File: config.mk
export PLATFORM = sky130hd
export DESIGN_NAME = tcic_top
export DESIGN_NICKNAME = d
export VERILOG_FILES = /design/src/verilog/tcic_pkg.sv /design/src/verilog/tcic_top.sv /design/src/verilog/tcic_recal_seq.sv
export SDC_FILE = /design/constraint.sdc
export NUM_CORES = 1
export LEC_CHECK = 0
export BUFFER_PORTS_ARGS = -buffer_cell sky130_fd_sc_hd__clkbuf_2
export CORE_UTILIZATION = 45
export CTS_BUF_LIST = sky130_fd_sc_hd__clkbuf_8
export CTS_CLUSTER_SIZE = 10
export DETAILED_ROUTE_END_ITERATION = 12
export PLACE_DENSITY = 0.62
export SETUP_SLACK_MARGIN = 0.4
export SYNTH_ARGS = -nofsm -noshare
export SYNTH_HDL_FRONTEND = slang
export SYNTH_SLANG_ARGS = --single-unit
File: constraint.sdc
create_clock -name sys_clk_i -period 22 [get_ports sys_clk_i]
set_input_delay 4.4 -clock sys_clk_i [delete_from_list [all_inputs] [get_ports sys_clk_i]]
set_output_delay 4.4 -clock sys_clk_i [all_outputs]
set_load 0.01 [all_outputs]
File: src/verilog/tcic_pkg.sv
/*
 * Shared constants, types and decode functions of the touch calibration and interrupt control block.
 * Assumes a single 200 MHz device clock and a register port driven by the serial bus protocol engine.
 */
package tcic_pkg;

    // Register offsets on the device register port.
    localparam logic [7:0] ADDR_GROUP_TIMING = 8'h24;
    localparam logic [7:0] ADDR_AUTO_RECAL = 8'h25;
    localparam logic [7:0] ADDR_FORCE_BUTTONS = 8'h26;
    localparam logic [7:0] ADDR_IRQ_SENSORS = 8'h27;
    localparam logic [7:0] ADDR_IRQ_GPIO = 8'h28;
    localparam logic [7:0] ADDR_FORCE_GROUPED = 8'h46;

    // Reset values of the registers.
    localparam logic [7:0] RST_GROUP_TIMING = 8'hd4;
    localparam logic [7:0] RST_AUTO_RECAL = 8'hff;
    localparam logic [7:0] RST_FORCE_BUTTONS = 8'h00;
    localparam logic [7:0] RST_IRQ_SENSORS = 8'hff;
    localparam logic [7:0] RST_IRQ_GPIO = 8'h00;
    localparam logic [7:0] RST_FORCE_GROUPED = 8'h00;

    // Field positions.
    localparam int GROUP_BIT = 7;
    localparam int MAX_PRESS_LSB = 4;
    localparam int REPEAT_LSB = 0;
    localparam int FIELD_W = 4;
    localparam logic [7:0] GROUPED_USED_MASK = 8'h7f;

    // Channel counts: inputs 1 to 7 are buttons, 8 to 14 form the group.
    localparam int BUTTONS = 7;
    localparam int CHANNELS = 14;

    // Clock rate and the millisecond time base derived from it.
    localparam int CLK_KHZ = 200000;
    localparam int CLK_PER_MS = CLK_KHZ;

    // Recalibration phases in milliseconds; together they fill the 600 ms blind window.
    localparam int RECAL_MAX_MS = 600;
    localparam logic [9:0] ANALOG_MS = 10'h064;
    localparam logic [9:0] DIGITAL_MS = 10'(RECAL_MAX_MS) - ANALOG_MS;

    // Step of the repeat interval code in milliseconds.
    localparam logic [9:0] REPEAT_STEP_MS = 10'h023;

    // Phases of one channel's recalibration sequencer.
    typedef enum logic [1:0] {
        RC_IDLE,
        RC_ANALOG,
        RC_DIGITAL
    } tcic_recal_phase_type;

    // State of one channel's recalibration sequencer.
    typedef struct packed {
        tcic_recal_phase_type phase;
        logic [9:0] ms_cnt;
        logic done;
    } tcic_recal_state_type;

    // Register read or write request from the bus protocol engine.
    typedef struct packed {
        logic wr;
        logic rd;
        logic [7:0] addr;
        logic [7:0] wdata;
    } tcic_reg_req_type;

    // Status bits that may raise the interrupt.
    typedef struct packed {
        logic group_event;
        logic [BUTTONS-1:0] sensor;
        logic [7:0] gpio;
    } tcic_status_type;

    // Longest press on a grouped sensor, in milliseconds, per 4-bit code.
    function automatic logic [13:0] max_press_ms(input logic [3:0] code);
        logic [13:0] ms;
        ms = 14'h0000;
        unique case (code)
            4'h0: ms = 14'h0230;
            4'h1: ms = 14'h0348;
            4'h2: ms = 14'h0460;
            4'h3: ms = 14'h0578;
            4'h4: ms = 14'h0690;
            4'h5: ms = 14'h08c0;
            4'h6: ms = 14'h0af0;
            4'h7: ms = 14'h0d20;
            4'h8: ms = 14'h0f50;
            4'h9: ms = 14'h1180;
            4'ha: ms = 14'h15e0;
            4'hb: ms = 14'h1a40;
            4'hc: ms = 14'h1ea0;
            4'hd: ms = 14'h22ca;
            4'he: ms = 14'h2760;
            4'hf: ms = 14'h2bc0;
        endcase
        return ms;
    endfunction

endpackage

File: src/verilog/tcic_top.sv
/*
 * Register bank for group timing, automatic and forced recalibration, and interrupt enables
 * of a fourteen-input capacitive touch controller, with the recalibration sequencers it steers.
 * Assumes the serial bus protocol engine, the sensing front end and the status registers all run
 * on sys_clk_i, so none of their signals is synchronised here.
 */
`timescale 1ns/1ps

module tcic_top #(
    parameter int unsigned CYCLES_PER_MS = tcic_pkg::CLK_PER_MS
) (
    // Clock, reset and enable.
    input wire logic sys_clk_i,
    input wire logic sys_rst_i,
    input wire logic ce_i,
    // Register port from the serial bus protocol engine.
    input wire logic reg_wr_i,
    input wire logic reg_rd_i,
    input wire logic [7:0] reg_addr_i,
    input wire logic [7:0] reg_wdata_i,
    output logic [7:0] reg_rdata_o,
    // Sensing front end.
    input wire logic [tcic_pkg::BUTTONS-1:0] sample_en_i,
    input wire logic [tcic_pkg::CHANNELS-1:0] touch_raw_i,
    input wire logic [tcic_pkg::CHANNELS-1:0] drift_recal_req_i,
    input wire logic slide_active_i,
    input wire logic [1:0] slide_speed_i,
    // Status bits kept elsewhere.
    input wire logic group_event_status_i,
    input wire logic [tcic_pkg::BUTTONS-1:0] sensor_status_i,
    input wire logic [7:0] gpio_status_i,
    // Calibration and touch results.
    output logic [tcic_pkg::CHANNELS-1:0] touch_valid_o,
    output logic [tcic_pkg::CHANNELS-1:0] base_invalid_o,
    output logic [tcic_pkg::CHANNELS-1:0] analog_cal_o,
    output logic [tcic_pkg::CHANNELS-1:0] digital_cal_o,
    output logic slide_repeat_tick_o,
    output logic irq_o
);

    // All state of this module in one record.
    typedef struct packed {
        logic [7:0] group_timing;
        logic [7:0] auto_recal;
        logic [7:0] force_buttons;
        logic [7:0] irq_sensors;
        logic [7:0] irq_gpio;
        logic [7:0] force_grouped;
        logic [6:0] group_done;
        logic [17:0] presc;
        logic ms_tick;
        logic [13:0] press_ms;
        logic press_fired;
        logic group_timeout;
        logic [9:0] slide_ms;
        logic slide_tick;
        logic irq;
        logic [7:0] rdata;
    } tcic_state_type;

    tcic_state_type s_q; // Registered state.
    tcic_state_type s_d; // Next state.

    localparam logic [17:0] PRESC_LAST = 18'(CYCLES_PER_MS - 1); // Last prescaler count.

    logic [tcic_pkg::CHANNELS-1:0] start; // Per-channel recalibration request.
    logic [tcic_pkg::CHANNELS-1:0] busy; // Per-channel recalibration in progress.
    logic [tcic_pkg::CHANNELS-1:0] done; // Per-channel successful completion pulse.
    logic [tcic_pkg::CHANNELS-1:0] forced; // Forced request bits in channel order.
    logic [tcic_pkg::CHANNELS-1:0] auto_req; // Automatic requests after gating.
    logic group_auto_recal_on; // Group automatic recalibration enable.
    logic group_force_recal; // Group forced recalibration bit.
    logic [13:0] press_limit; // Decoded longest grouped press.
    logic [9:0] slide_repeat_interval; // Base repeat interval in milliseconds.
    logic [9:0] slide_interval; // Interval after speed adjustment.
    tcic_pkg::tcic_status_type status; // Status bits gathered for the interrupt.
    tcic_pkg::tcic_status_type status_en; // Matching enable bits.

    // Decode the control fields and form the per-channel requests.
    always_comb begin
        group_auto_recal_on = s_q.auto_recal[tcic_pkg::GROUP_BIT];
        group_force_recal = s_q.force_buttons[tcic_pkg::GROUP_BIT];
        press_limit = tcic_pkg::max_press_ms(
            s_q.group_timing[tcic_pkg::MAX_PRESS_LSB +: tcic_pkg::FIELD_W]);
        slide_repeat_interval = 10'(({6'h00, s_q.group_timing[tcic_pkg::REPEAT_LSB +: tcic_pkg::FIELD_W]}
            + 10'h001) * tcic_pkg::REPEAT_STEP_MS);
        // A faster slide halves the interval per speed step, never below one millisecond.
        slide_interval = slide_repeat_interval >> slide_speed_i;
        if (slide_interval == 10'h000) begin
            slide_interval = 10'h001;
        end
        // Buttons: own enable, and only while the input is sampled at all.
        auto_req[tcic_pkg::BUTTONS-1:0] = drift_recal_req_i[tcic_pkg::BUTTONS-1:0]
            & s_q.auto_recal[tcic_pkg::BUTTONS-1:0] & sample_en_i;
        // Grouped channels recalibrate together on a press timeout, each alone on its own drift request, and only under the group enable.
        auto_req[tcic_pkg::CHANNELS-1:tcic_pkg::BUTTONS] = group_auto_recal_on
            ? ({tcic_pkg::BUTTONS{s_q.group_timeout}} | drift_recal_req_i[tcic_pkg::CHANNELS-1:tcic_pkg::BUTTONS])
            : '0;
        forced[tcic_pkg::BUTTONS-1:0] = s_q.force_buttons[tcic_pkg::BUTTONS-1:0];
        forced[tcic_pkg::CHANNELS-1:tcic_pkg::BUTTONS] = s_q.force_grouped[tcic_pkg::BUTTONS-1:0]
            | ({tcic_pkg::BUTTONS{group_force_recal}} & ~s_q.group_done);
        // Done masks a stale request for one cycle.
        start = (forced | auto_req) & ~done;
        status = '{group_event: group_event_status_i, sensor: sensor_status_i, gpio: gpio_status_i};
        status_en = '{group_event: s_q.irq_sensors[tcic_pkg::GROUP_BIT],
            sensor: s_q.irq_sensors[tcic_pkg::BUTTONS-1:0], gpio: s_q.irq_gpio};
    end

    // One sequencer per channel.
    genvar ch;
    generate
        for (ch = 0; ch < tcic_pkg::CHANNELS; ch++) begin : g_chan
            tcic_recal_seq u_seq (
                .sys_clk_i(sys_clk_i),
                .sys_rst_i(sys_rst_i),
                .ce_i(ce_i),
                .ms_tick_i(s_q.ms_tick),
                .start_i(start[ch]),
                .touch_i(touch_raw_i[ch]),
                .busy_o(busy[ch]),
                .analog_o(analog_cal_o[ch]),
                .digital_o(digital_cal_o[ch]),
                .done_o(done[ch])
            );
        end
    endgenerate

    // Next-state logic: time base, timers, register writes, self-clearing and read data.
    always_comb begin
        s_d = s_q;
        // Millisecond prescaler keeps every long time a small count.
        s_d.ms_tick = 1'b0;
        if (s_q.presc == PRESC_LAST) begin
            s_d.presc = 18'h00000;
            s_d.ms_tick = 1'b1;
        end else begin
            s_d.presc = s_q.presc + 18'h00001;
        end
        // Longest press on the group: fire once, then wait for release.
        s_d.group_timeout = 1'b0;
        if (~|touch_raw_i[tcic_pkg::CHANNELS-1:tcic_pkg::BUTTONS]) begin
            s_d.press_ms = 14'h0000;
            s_d.press_fired = 1'b0;
        end else if (s_q.ms_tick && !s_q.press_fired) begin
            s_d.press_ms = s_q.press_ms + 14'h0001;
            if (s_q.press_ms + 14'h0001 >= press_limit) begin
                s_d.group_timeout = 1'b1;
                s_d.press_fired = 1'b1;
            end
        end
        // Slide repeat pulses while a slide lasts.
        s_d.slide_tick = 1'b0;
        if (!slide_active_i) begin
            s_d.slide_ms = 10'h000;
        end else if (s_q.ms_tick) begin
            if (s_q.slide_ms + 10'h001 >= slide_interval) begin
                s_d.slide_ms = 10'h000;
                s_d.slide_tick = 1'b1;
            end else begin
                s_d.slide_ms = s_q.slide_ms + 10'h001;
            end
        end
        // Hardware clears come first so a host write in the same cycle wins.
        s_d.force_buttons[tcic_pkg::BUTTONS-1:0] = s_q.force_buttons[tcic_pkg::BUTTONS-1:0]
            & ~done[tcic_pkg::BUTTONS-1:0];
        s_d.force_grouped[tcic_pkg::BUTTONS-1:0] = s_q.force_grouped[tcic_pkg::BUTTONS-1:0]
            & ~done[tcic_pkg::CHANNELS-1:tcic_pkg::BUTTONS];
        // Collect grouped successes while the group bit is set; clear it when all are in.
        if (group_force_recal) begin
            s_d.group_done = s_q.group_done | done[tcic_pkg::CHANNELS-1:tcic_pkg::BUTTONS];
            if (&s_d.group_done) begin
                s_d.force_buttons[tcic_pkg::GROUP_BIT] = 1'b0;
                s_d.group_done = 7'h00;
            end
        end else begin
            s_d.group_done = 7'h00;
        end
        // Host writes.
        if (reg_wr_i) begin
            unique case (reg_addr_i)
                tcic_pkg::ADDR_GROUP_TIMING: s_d.group_timing = reg_wdata_i;
                tcic_pkg::ADDR_AUTO_RECAL: s_d.auto_recal = reg_wdata_i;
                tcic_pkg::ADDR_FORCE_BUTTONS: begin
                    s_d.force_buttons = reg_wdata_i;
                    // A new group request starts a fresh success collection.
                    s_d.group_done = 7'h00;
                end
                tcic_pkg::ADDR_IRQ_SENSORS: s_d.irq_sensors = reg_wdata_i;
                tcic_pkg::ADDR_IRQ_GPIO: s_d.irq_gpio = reg_wdata_i;
                tcic_pkg::ADDR_FORCE_GROUPED: s_d.force_grouped = reg_wdata_i & tcic_pkg::GROUPED_USED_MASK;
                default: begin
                    // Writes to other offsets belong to other blocks.
                end
            endcase
        end
        // Enabled status bits drive the interrupt; disabled ones are ignored.
        s_d.irq = |(status & status_en);
        // Registered read data; unmapped offsets read as zero.
        if (reg_rd_i) begin
            unique case (reg_addr_i)
                tcic_pkg::ADDR_GROUP_TIMING: s_d.rdata = s_q.group_timing;
                tcic_pkg::ADDR_AUTO_RECAL: s_d.rdata = s_q.auto_recal;
                tcic_pkg::ADDR_FORCE_BUTTONS: s_d.rdata = s_q.force_buttons;
                tcic_pkg::ADDR_IRQ_SENSORS: s_d.rdata = s_q.irq_sensors;
                tcic_pkg::ADDR_IRQ_GPIO: s_d.rdata = s_q.irq_gpio;
                tcic_pkg::ADDR_FORCE_GROUPED: s_d.rdata = s_q.force_grouped;
                default: s_d.rdata = 8'h00;
            endcase
        end
    end

    // Register the state; the clock enable freezes everything.
    always_ff @(posedge sys_clk_i or posedge sys_rst_i) begin
        if (sys_rst_i) begin
            s_q <= '{group_timing: tcic_pkg::RST_GROUP_TIMING, auto_recal: tcic_pkg::RST_AUTO_RECAL,
                     force_buttons: tcic_pkg::RST_FORCE_BUTTONS, irq_sensors: tcic_pkg::RST_IRQ_SENSORS,
                     irq_gpio: tcic_pkg::RST_IRQ_GPIO, force_grouped: tcic_pkg::RST_FORCE_GROUPED,
                     group_done: 7'h00, presc: 18'h00000, ms_tick: 1'b0, press_ms: 14'h0000,
                     press_fired: 1'b0, group_timeout: 1'b0, slide_ms: 10'h000, slide_tick: 1'b0,
                     irq: 1'b0, rdata: 8'h00};
        end else if (ce_i) begin
            s_q <= s_d;
        end
    end

    // A recalibrating sensor hides its presses and flags its base count invalid.
    assign touch_valid_o = touch_raw_i & ~busy;
    assign base_invalid_o = busy;
    assign slide_repeat_tick_o = s_q.slide_tick;
    assign irq_o = s_q.irq;
    assign reg_rdata_o = s_q.rdata;

endmodule // tcic_top

File: src/verilog/tcic_recal_seq.sv
/*
 * One channel's recalibration sequencer: analog trim phase followed by base count capture.
 * Assumes a one-cycle millisecond tick and a touch level from logic on the same clock.
 */
`timescale 1ns/1ps
module tcic_recal_seq (
    // Clock, reset and enable.
    input wire logic sys_clk_i,
    input wire logic sys_rst_i,
    input wire logic ce_i,
    // Time base and control.
    input wire logic ms_tick_i,
    input wire logic start_i,
    input wire logic touch_i,
    // Sequencer state.
    output logic busy_o,
    output logic analog_o,
    output logic digital_o,
    output logic done_o
);

    tcic_pkg::tcic_recal_state_type s_q; // Registered sequencer state.
    tcic_pkg::tcic_recal_state_type s_d; // Next sequencer state.

    // Step the phases on millisecond ticks; a touch aborts the run without a done pulse.
    always_comb begin
        s_d = s_q;
        s_d.done = 1'b0;
        unique case (s_q.phase)
            tcic_pkg::RC_IDLE: begin
                // Start only from idle so a running calibration is never restarted midway.
                if (start_i) begin
                    s_d.phase = tcic_pkg::RC_ANALOG;
                    s_d.ms_cnt = 10'h000;
                end
            end
            tcic_pkg::RC_ANALOG: begin
                if (touch_i) begin
                    s_d.phase = tcic_pkg::RC_IDLE;
                end else if (ms_tick_i) begin
                    s_d.ms_cnt = s_q.ms_cnt + 10'h001;
                    if (s_q.ms_cnt == tcic_pkg::ANALOG_MS - 10'h001) begin
                        s_d.phase = tcic_pkg::RC_DIGITAL;
                        s_d.ms_cnt = 10'h000;
                    end
                end
            end
            tcic_pkg::RC_DIGITAL: begin
                if (touch_i) begin
                    s_d.phase = tcic_pkg::RC_IDLE;
                end else if (ms_tick_i) begin
                    s_d.ms_cnt = s_q.ms_cnt + 10'h001;
                    if (s_q.ms_cnt == tcic_pkg::DIGITAL_MS - 10'h001) begin
                        s_d.phase = tcic_pkg::RC_IDLE;
                        s_d.done = 1'b1;
                    end
                end
            end
        endcase
    end

    // Register the state; the clock enable freezes everything.
    always_ff @(posedge sys_clk_i or posedge sys_rst_i) begin
        if (sys_rst_i) begin
            s_q <= '{phase: tcic_pkg::RC_IDLE, ms_cnt: 10'h000, done: 1'b0};
        end else if (ce_i) begin
            s_q <= s_d;
        end
    end

    // Outputs decode straight from the registered state.
    assign busy_o = (s_q.phase != tcic_pkg::RC_IDLE);
    assign analog_o = (s_q.phase == tcic_pkg::RC_ANALOG);
    assign digital_o = (s_q.phase == tcic_pkg::RC_DIGITAL);
    assign done_o = s_q.done;

endmodule // tcic_recal_seq

======== Word-level counts from Yosys, hierarchy flattened ========
Memory sizes are Yosys's and may differ from the RTL's.
Index checks and enable logic that the tools add are counted.
W data, S select, Z words.
storage, ports and cells
  memories ................................ 1
  register bits ........................... 291
  input bits .............................. 75
  output and inout bits ................... 66
  logic and storage cells ................. 552
  ROM bits ................................ 192
operators by class
  order comparisons ....................... 2
  add/sub/neg operators ................... 18
  shift-type cells ........................ 1
  bitwise operators ....................... 17
  muxes and demuxes ....................... 192
  reduce and logical (&&, ||, !) cells .... 70
  equal/unequal tests ..................... 192
  multiply operators ...................... 1
memories
  memory            depth  bits a word  read ports  clocked after memory_dff  wr ports  line            text
  (name not given)  16     12           1           0                         0         tcic_pkg.sv:79  unique case (code)
operators by type and width
  cell                     count
  $mux W12                 42
  $pmux W12 S3             14
  $mux W13                 14
  $mux W10                 17
  $ne A3 B3 Y1 const B     56
  $reduce_and A6 Y1        28
  $mux W11                 15
  $add A10 B1 Y10 const B  15
  $eq A10 B7 Y1 const B    14
  $eq A10 B9 Y1 const B    14
  $ne A2 B2 Y1 const B     70
  $mux W2                  43
  $pmux W8 S6              1
  $eq A8 B6 Y1 const B     5
  $mux W39                 1
  $and A7 B7 Y7            5
  $mux W7                  5
  $mux W1                  34
  $and A14 B14 Y14         2
  $eq A2 B1 Y1 const B     14
  $eq A2 B2 Y1 const B     14
  $logic_not A2 Y1         14
  $not A14 Y14             2
  $reduce_bool A2 Y1       14
  other kinds (26)         40

======== Logic depth before layout (Yosys ltp) ========
Gate-level depths: netlist of run 1.
  word-level depth ........................ 9
  mapped depth ............................ 21
  mapped depth without buffers ............ 21

======== Modules after synthesis ========
Synthesis of run 1 repeated with hierarchy kept, for this count alone.
unflattened totals
  cell total of the unflattened synthesis .. 2199
  area total of the unflattened synthesis .. 19851.5 µm²
by module, submodules not included
  module                                 area an instance (µm²)  instances  seq. area each (µm²)  cells each
  tcic_recal_seq at g_chan[0].u_seq ...  910.9                   13         325.3                 104
  tcic_top                               7090.6                  1          2752.6                745
  tcic_recal_seq at g_chan[2].u_seq      919.6                   1          325.3                 102

======== Least setup slack after synthesis of run 1 ========
Ideal clock, no wire load.
  path kind ............................... input port to output port
  from .................................... input touch_raw_i[10] (netlist name)
  to ...................................... output touch_valid_o[10] (netlist name)
  data arrival time ....................... 4565 ps
  buffers on the path ..................... 0
  stages .................................. 1
  slack ................................... 13035 ps
  required time ........................... 17600 ps
  path through ............................ and2_1
between the ends
  word-level cells in the longest chain between the ends .. 1
RTL lines
  item              line             text
  start, declared   tcic_top.sv:24   input wire logic [tcic_pkg::CHANNELS-1:0] touch_raw_i,
  $and A14 B14 Y14  tcic_top.sv:227  assign touch_valid_o = touch_raw_i & ~busy;
  end, declared     tcic_top.sv:33   output logic [tcic_pkg::CHANNELS-1:0] touch_valid_o,
No other way between the ends.

======== Worst setup path after layout of run 1 ========
  from .................................... input touch_raw_i[7] (netlist name)
  to ...................................... output touch_valid_o[7] (netlist name)
Same word-level chain as after synthesis.

==> impl_metrics.tcl, run 1 <==
set metrics [dict create \
    status "complete, no violations" \
    synth_xor_area_share_pct 2.938 \
    cts_hold_buffers 0 \
    timing.hold.ws_ns 0.4778 \
    p_total_mw 1.582 \
    yosys_most_used_dff "dfrtp_1" \
    dpl.cell_count 2590 \
    ys_seq_area_share_pct 40.18 \
    post-route-util_pct 50.48 \
    cts_resized 0 \
    slew_viol_final 0 \
    synthMuxAreaShare_pct 3.860 \
    post-place-ws_ns 12.65 \
    wl_mm 47.01 \
    vias 15400 \
    max_slew_margin_pct 24.43 \
    drc 0 \
    post-synth-top-area-fraction_pct 37.29 \
    core-area_um2 39820 \
    ant_nets 0 \
    holdCritPathClass "flop to flop" \
    first_global_vias 14380 \
    syn2layout_area_growth_pct 10.55 \
    post-cts-setup-buffers 0 \
    finalClockSkew_ns 0.02394 \
    worst_pin_slew_ns 1.126 \
    die_w_um 203.0 \
    irDropWorstVdd_uv 52.52 \
    cellLeakagePower_nw 9.059 \
    worst_ep_required_time_ns 17.60 \
    switching_share_pct 34.05 \
    cp.arrival_ns 4.94 \
    initial_core_util_pct 45.66 \
    dr.pass1.iters 7 \
    ys_warn_count 0 \
    hold_violations 0 \
    fin_setup_tns_ns 0 \
    cts.sinks 291 \
    design_area_um2 20100 \
    drive_gt1_share_pct 14.97 \
    synth_nets 2202 \
    syn_area_per_cell_um2 8.971 \
    setup_slack_ns 12.66 \
    tritoncts "done" \
    nNetsFinal 2294 \
    ios 141 \
    synth.area.top_cells "dfrtp_1, o21ai_0, ha_1, nand2_1, nor2_1" \
    stdcell_count 2685 \
    rows 73 \
    path_clk_slew_ns 0.06 \
    synth_fa_ha_area_share_pct 6.922 \
    drv_cap 0 \
    wl_per_cell_um 17.51 \
    cts-root-buf "clkbuf_8" \
    fin_crit_ns 9.341 \
    clk_latency_ns 0.63 \
    yosysMostFrequentCell "dfrtp_1" \
    p_int_mw 1.043 \
    startpoint_type "primary input" \
    yosys.area.top_type "dfrtp_1" \
    synth-simple-area-share_pct 21.64 \
    routabilityCongestion 0.8602 \
    period_share_pct 42.46 \
    drt_iter0_markers 981 \
    p_sw_uw 538.6 \
    synth_compound_area_share_pct 19.01 \
    grt_pass1_wl_mm 76.16 \
    clkPwrFrac_pct 34.0 \
    setup_viol 0 \
    critical_path_class "primary input to output pin" \
    grt_max_degree 168 \
    numCtsBuffers 52 \
    p_comb_share_pct 26.8 \
    grt_usage_pct 22.89 \
    hpwl_mm 33.45 \
    fmax_ghz 0.1071 \
    synth_common_cells "dfrtp_1, o21ai_0, nand2_1, nor2_1, inv_1" \
    clock_path_buffers 3 \
    dpl_cell_area_um2 18990 \
    port-buffer-count 140 \
    synth_enable_flop_cells 0 \
    htreeDepth 2 \
    postSynthCellCount 2027 \
    ys_seq_elements 291 \
    antenna_found_initial 2 \
    via_per_inst 5.736 \
    die_area_um2 41220 \
    ys_async_sr_fraction_pct 100.0 \
    netlist_area_um2 18180 \
    synth_top_family_by_area "simple AND/OR/NAND/NOR gates" \
    end_kind "output pin" \
    synth.distinct_cells 77 \
    grt.overflow.total 0 \
    power.density_nw_per_um2 78.68 \
    p_seq_share_pct 39.2 \
    die_h_um 203.0 \
    worstPathMaxFanout 5 \
    rsz0062_at_grt "no" \
]
## final timing paths
check / start / endpoint / slack, ns / depth (start not counted)
max: touch_raw_i[7] / touch_valid_o[7] / 12.66 / 3
min in group asynchronous: sys_rst_i / g_chan[0].u_seq.s_q[11] / 3.98 / 2
max reg2reg: s_q[102] / s_q[11] / 16.14 / 19
min: g_chan[13].u_seq.s_q[10] / g_chan[13].u_seq.s_q[10] / 0.48 / 1
max in group asynchronous: sys_rst_i / s_q[18] / 16.61 / 3
min reg2reg: g_chan[13].u_seq.s_q[10] / g_chan[13].u_seq.s_q[10] / 0.48 / 1
## area by class of cell
| class | count | area (um2) |
|---|---|---|
| clock buffer | 67 | 922.1 |
| sequential | 291 | 7307 |
| clock inverter | 26 | 185.2 |
| antenna | 2 | 5.005 |
| multi-input combinational | 1527 | 9887 |
| fill | 3793 | 19720 |
| inverter | 103 | 394.1 |
| timing repair buffer | 144 | 745.7 |
| tap | 525 | 656.9 |
## power groups by stage
stage / registers (mW) / clock network, mW / logic, mW
after floorplan: 0.618 / 0 / 0.339
after global placement: 0.625 / 0 / 0.414
after detailed placement: 0.627 / 0 / 0.423
after CTS: 0.619 / 0.555 / 0.426
after global routing: 0.626 / 0.579 / 0.482
final: 0.619 / 0.538 / 0.424
## state kept, by name (all words and copies together) (netlist names)
signal and flops:
s_q 90, slide_repeat_tick_o 1, reg_rdata_o 8, group_auto_recal_on 1
g_chan.u_seq.done_o 14, irq_o 1, group_force_recal 1, g_chan.u_seq.s_q 168
forced 7
## critical path: stages
cell and delay [ns]:
clkbuf_2 0.23, and2_1 0.17, clkbuf_2 0.13
## cell usage in the layout, fill, tap and decap left out, types with 9 or more instances in the layout
cell        n
nor2_1    159
nand2b_1   47
o21ai_0   260
clkbuf_8   67
and2_1     35
nor3_1     40
dfrtp_1   271
or3_1      12
o31ai_1    44
nor2b_1    52
and3_1     48
mux2i_1    24
nor4b_1     9
nand4_1    26
o211ai_1   18
a21oi_1    41
o22ai_1    14
a22o_1     39
a31oi_1    34
nand3_1    90
inv_1     117
mux2_2     41
clkbuf_2  139
xor2_1     21
nand2_1   164
or2_2      20
xnor2_1    40
dfstp_2    20
ha_1       99
## metal layers
metal  global-route usage (%)  part of all wire [%]  vias up  wire length [um]
li1                         -                     -     7483                 -
met1                    32.12                    48     7500             22380
met2                    35.68                    45      352             21240
met3                    4.141                   4.7       65              2199
met4                    7.277                   2.5        0              1198
met5                        0                     0        -                 0
## kinds of logic (layout without fill, tap and decap cells)
kind of cell / after synthesis / count (layout)
and+or+nand+nor: 753 / 753
AOI/OAI and AO/OA: 548 / 548
DFF: 291 / 291
buffers and inverters: 209 / 340
adders and majority gates: 100 / 100
muxes: 65 / 65
xor gates and xnor gates: 61 / 61
other: 0 / 2
Note: power is estimated with default switching activity, not from simulation.
==> run 2: changes to the inputs <==
- PLACE_DENSITY: 0.62 -> 0.64
- clock period: 22 -> 7.8 ns (I/O delays scaled with it)
==> run 2 against run 1 <==
  * Register-to-register slack got worse by 14 ns
  * Critical path type is now flop to flop
  * Final cell count grew 0.48%
  * Critical path depth rose by 16
  * Sequential cell count did not move
  * Critical endpoint is now s_q[10]
  * Largest cell class unchanged
  * Sequential power rose to 2.8 times the previous value
  * Combinational power rose to 2.8 times the previous value
==> impl_metrics.tcl, run 2 (synthesis results as in run 1) <==
set metrics [dict create \
    htreeDepth 2 \
    ant_nets 0 \
    cp_top_family "compound AO/OA/AOI/OAI gates" \
    clock_path_buffers 3 \
    critical_path_class "flop to flop" \
    clkPwrFrac_pct 34.7 \
    finalClockSkew_ns 0.01375 \
    worst_pin_slew_ns 1.042 \
    crit_top_cell "ha_1" \
    routabilityCongestion 0.8972 \
    p_comb_share_pct 26.6 \
    irDropWorstVdd_uv 125.3 \
    first_global_vias 14400 \
    core-area_um2 39820 \
    fmax_ghz 0.1786 \
    numCtsBuffers 56 \
    grt_usage_pct 22.52 \
    wl_mm 46.68 \
    post-route-util_pct 50.69 \
    drc 0 \
    path_clk_slew_ns 0.06 \
    cp.arrival_ns 6.15 \
    largest_reg_flops 168 \
    vias 15470 \
    p_seq_share_pct 38.7 \
    max_stage_delay_ns 0.60 \
    die_h_um 203.0 \
    crit_chain "nand3_1 -> xnor2_1 -> ha_1 -> ha_1 -> inv_1 -> fa_1 -> nand2b_1 -> o31ai_1 -> xor2_1 -> mux2_2 -> or2_2 -> o41ai_1 -> ha_1 -> nand2b_1 -> a21o_1 -> a21o_1 -> a21oi_1 -> o21ai_0 -> o21ai_0" \
    drt_iter0_markers 1111 \
    worst_ep_required_time_ns 8.35 \
    grt_max_degree 160 \
    cts-root-buf "clkbuf_8" \
    end_kind "flop" \
    cts.sinks 291 \
    max_slew_margin_pct 30.06 \
    status "complete, no violations" \
    startpoint_type "flop" \
    post-cts-setup-buffers 0 \
    ios 141 \
    regMostFlops "g_chan.u_seq.s_q" \
    p_int_mw 2.962 \
    fin_crit_ns 5.599 \
    final_common_cell "dfrtp_1" \
    grt.overflow.total 0 \
    nNetsFinal 2300 \
    cp.depth 19 \
    port-buffer-count 140 \
    drive_gt1_share_pct 15.48 \
    min_path_cells 1 \
    hold_violations 0 \
    rsz0062_at_grt "no" \
    initial_core_util_pct 45.66 \
    worstPathMaxFanout 10 \
    final_cell_mix "dfrtp_1, o21ai_0, nand2_1" \
    via_per_inst 5.732 \
    multi_input_area_um2 9887 \
    rows 73 \
    clk_latency_ns 0.63 \
    cts_resized 0 \
    wl_per_cell_um 17.30 \
    grt_pass1_wl_mm 75.01 \
    slew_viol_final 0 \
    fin_setup_tns_ns 0 \
    cts_hold_buffers 0 \
    syn2layout_area_growth_pct 11.01 \
    tritoncts "done" \
    cellLeakagePower_nw 9.098 \
    holdCritPathClass "flop to flop" \
    power.density_nw_per_um2 224.0 \
    nFillCells 3787 \
    regArea_um2 7307 \
    period_share_pct 71.78 \
    switching_share_pct 34.50 \
    drv_cap 0 \
    critPathSlowestCell "a21oi_1" \
    setup_viol 0 \
    reg2reg_depth 19 \
    critPathBufInv 1 \
    p_sw_mw 1.560 \
    die_area_um2 41220 \
    dr.pass1.iters 5 \
    antenna_found_initial 3 \
    die_w_um 203.0 \
    hpwl_mm 33.81 \
]
==> run 2: changes by cell type in the layout (fill, tap and decap cells not counted) <==
cell / before / now
clkinv_2: 7 / 12
clkbuf_8: 67 / 71
clkinvlp_4: 0 / 4
buf_4: 4 / 6
bufinv_16: 3 / 2
inv_8: 1 / 0
==> run 2: path summary, 6_finish.rpt <==
path,from,to,slack [ns]
worst min-delay path,g_chan[13].u_seq.s_q[10],g_chan[13].u_seq.s_q[10],0.47
worst max-delay path,s_q[102],s_q[10],2.20
max in group asynchronous,sys_rst_i,g_chan[5].u_seq.s_q[11],5.63
worst max register to register,s_q[102],s_q[10],2.20
min in group asynchronous,sys_rst_i,g_chan[8].u_seq.s_q[11],0.94
worst min register to register,g_chan[13].u_seq.s_q[10],g_chan[13].u_seq.s_q[10],0.47
==> run 2: power by group through the flow <==
stage | clock network [mW] | registers (mW) | logic [mW]
global route | 1.69 | 1.77 | 1.36
detailed placement | 0 | 1.77 | 1.20
global placement | 0 | 1.76 | 1.16
floorplan | 0 | 1.74 | 0.955
finish | 1.57 | 1.75 | 1.20
CTS | 1.62 | 1.75 | 1.21
==> run 2: area by class of cell <==
class	count	share of cell area [%]
Inverter	103	1.934
Timing Repair Buffer	146	3.768
Sequential cell	291	36.20
Clock inverter	33	1.004
Clock buffer	71	4.841
Antenna cell	2	0.02479
Multi-Input combinational cell	1527	48.98
Tap cell	525	3.254
==> run 2: worst register-to-register path, stage by stage, from the launching register on <==
cell      delay (ns)
dfrtp_1         0.53
nand3_1         0.14
xnor2_1         0.41
ha_1            0.32
ha_1            0.19
inv_1           0.07
fa_1            0.50
nand2b_1        0.28
o31ai_1         0.30
xor2_1          0.17
mux2_2          0.32
or2_2           0.29
o41ai_1         0.27
ha_1            0.29
nand2b_1        0.14
a21o_1          0.17
a21o_1          0.17
a21oi_1         0.60
o21ai_0         0.19
o21ai_0         0.18
==> run 2: per-layer routing <==
layer	vias to the layer above	global-route usage (%)	routed length, um
met5	-	0	0
met4	0	8.002	1281
met3	78	4.109	2407
met2	387	34.85	21050
met1	7498	31.50	21940
li1	7503	-	-
==> run 2: per-stage QoR <==
| stage | hold slack [ns] | total power [mW] | setup slack, ns | area [um2] | std cells |
|---|---|---|---|---|---|
| 2_1_floorplan | 0.4399 | 2.698 | 2.395 | 18190 | 2027 |
| 3_3_place_gp | 0.4587 | 2.927 | 2.276 | 19000 | 2592 |
| 3_5_place_dp | 0.4585 | 2.974 | 2.160 | 19000 | 2592 |
| 4_1_cts | 0.4727 | 4.574 | 2.171 | 20180 | 2696 |
| 5_1_grt | 0.4922 | 4.821 | 1.725 | 20190 | 2698 |
| 6_report | 0.4715 | 4.522 | 2.201 | 20190 | 2698 |
==> run 3: changes to the inputs <==
- PLACE_DENSITY: 0.64 -> 0.62
- clock period: 7.8 -> 5.71 ns (I/O delays scaled with it)
==> run 3 against run 2 <==
  * Power is 32% higher
  * Final cell count is 0.26% lower
  * Maximum frequency is 13% higher
  * Die area stayed put
  * Sequential cell count stayed put
  * Combinational power is 37% higher
  * Sequential share of layout area is 0.15 points higher
  * First-iteration DRC count is 5.4% lower
  * Clock power is 24% higher
  * Via count is 1.1% lower
  * Routed wire length is 0.68% higher
  * Final area is 0.40% lower
==> impl_metrics.tcl, run 3 (synthesis results as in run 1) <==
set metrics [dict create \
    worstPathMaxFanout 10 \
    startpoint_type "flop" \
    p_comb_share_pct 27.5 \
    path_clk_slew_ns 0.06 \
    routabilityCongestion 0.8539 \
    cts-root-buf "clkbuf_8" \
    rsz0062_at_grt "no" \
    clk_latency_ns 0.62 \
    tritoncts "done" \
    fin_crit_ns 4.968 \
    antenna_found_initial 2 \
    die_area_um2 41220 \
    vias 15300 \
    end_kind "flop" \
    initial_core_util_pct 45.66 \
    p_total_mw 5.979 \
    nFillCells 3776 \
    drive_gt1_share_pct 15.20 \
    ant_nets 0 \
    cellLeakagePower_nw 9.074 \
    via_per_inst 5.684 \
    power.density_nw_per_um2 297.3 \
    drt_iter0_markers 1051 \
    htreeDepth 2 \
    p_int_mw 3.894 \
    worst_ep_required_time_ns 6.26 \
    die_w_um 203.0 \
    wl_mm 46.99 \
    cts.sinks 291 \
    syn2layout_area_growth_pct 10.57 \
    drv_cap 0 \
    clock_path_buffers 3 \
    slew_viol_final 0 \
    status "complete, no violations" \
    period_share_pct 87.00 \
    dpl.cell_count 2592 \
    clkPwrFrac_pct 32.6 \
    ios 141 \
    stdcell_count 2691 \
    core-area_um2 39820 \
    worst_pin_slew_ns 1.021 \
    setup_viol 0 \
    final_common_cell "dfrtp_1" \
    hpwl_mm 33.71 \
    numCtsBuffers 53 \
    p_sw_mw 2.085 \
    p_seq_share_pct 40.0 \
    grt_usage_pct 22.90 \
    wl_per_cell_um 17.46 \
    switching_share_pct 34.87 \
    regMostFlops "g_chan.u_seq.s_q" \
    largest_reg_flops 168 \
    grt_pass1_wl_mm 76.33 \
    final_cell_mix "dfrtp_1, o21ai_0, nand2_1" \
    post-cts-setup-buffers 0 \
    drc 0 \
    dr.pass1.iters 5 \
    max_slew_margin_pct 31.50 \
    cp.arrival_ns 5.51 \
    grt_max_degree 156 \
    first_global_vias 14390 \
    fmax_ghz 0.2013 \
    die_h_um 203.0 \
    hold_violations 0 \
    irDropWorstVdd_uv 155.7 \
    nNetsFinal 2297 \
    holdCritPathClass "flop to flop" \
    post-route-util_pct 50.49 \
    rows 73 \
    critical_path_class "flop to flop" \
    port-buffer-count 140 \
    fin_setup_tns_ns 0 \
    grt.overflow.total 0 \
    finalClockSkew_ns 0.02399 \
]
## run 3: cell types whose count changed in the layout (fill, tap and decap cells not counted), sizes merged
cell | previous run | this run
bufinv | 2 | 1
clkinvlp | 4 | 2
clkbuf | 210 | 203
clkinv | 13 | 9
inv | 117 | 124
## run 3: path summary, 6_finish.rpt
check                                              start                        to  slack [ns]  depth (start not counted)
worst max-delay path                            s_q[102]                   s_q[10]        0.74                         20
worst min-delay path            g_chan[13].u_seq.s_q[10]  g_chan[13].u_seq.s_q[10]        0.48                          1
worst max register to register                  s_q[102]                   s_q[10]        0.74                         20
worst min register to register  g_chan[13].u_seq.s_q[10]  g_chan[13].u_seq.s_q[10]        0.48                          1
max in group asynchronous                      sys_rst_i   g_chan[11].u_seq.s_q[4]        4.26                          3
min in group asynchronous                      sys_rst_i    g_chan[0].u_seq.s_q[5]        0.68                          3
## run 3: per-layer routing
metal / up-vias / part of all wire, % / wire (um) / global-route usage, %
met1: 7354 / 46 / 21750 / 31.83
met5: - / 0 / 0 / 0
met3: 76 / 5.6 / 2633 / 4.382
met4: 0 / 2.7 / 1280 / 7.760
met2: 386 / 45 / 21330 / 35.65
li1: 7480 / - / - / -
## run 3: repair_timing
item / 4_1_cts / 5_1_grt
hold buffers: 0 / 0
resized for setup: 0 / 10
endpoints found under the hold margin: 0 / 0
setup endpoints to repair: 0 / 11
## run 3: worst max-delay path, cell delays in order, from the launching register on
cell and delay (ns):
dfrtp_2 0.47, ha_1 0.24, and3_1 0.25, ha_1 0.31
ha_1 0.19, inv_1 0.07, fa_1 0.51, nand2b_4 0.22
o31ai_2 0.25, xor2_1 0.16, mux2_2 0.31, or2_2 0.30
o41ai_2 0.22, ha_1 0.28, nand2b_1 0.14, a21o_1 0.17
a21o_1 0.17, a21oi_1 0.13, buf_4 0.19, o21ai_0 0.13
o21ai_1 0.18
## run 3: power by group through the flow
stage | Clock, mW | Sequential (mW) | Combinational (mW)
floorplan | 0 | 2.38 | 1.30
global placement | 0 | 2.41 | 1.60
detailed placement | 0 | 2.42 | 1.64
CTS | 2.01 | 2.39 | 1.65
global route | 2.11 | 2.42 | 1.87
finish | 1.95 | 2.39 | 1.64
## run 3: cell type report
| type | count | area (um2) | share of cell area, % |
|---|---|---|---|
| diodes | 2 | 5.005 | 0.02489 |
| clock buffers | 64 | 880.8 | 4.381 |
| clock inverters | 33 | 163.9 | 0.8152 |
| inverters | 103 | 390.4 | 1.942 |
| multi-input cells | 1527 | 9928 | 49.38 |
| flip-flops and latches | 291 | 7308 | 36.35 |
| well taps | 525 | 656.9 | 3.267 |
| repair buffers | 146 | 773.2 | 3.846 |
## run 3: stage by stage
stage	hold slack (ns)	area [um2]	worst slack [ns]
after global routing	0.4944	20110	0.4037
after CTS	0.4779	20060	0.4088
after detailed placement	0.4693	19010	0.3958
after global placement	0.4705	19010	0.5936
final	0.4751	20110	0.7424
after floorplan	0.4399	18190	0.7232
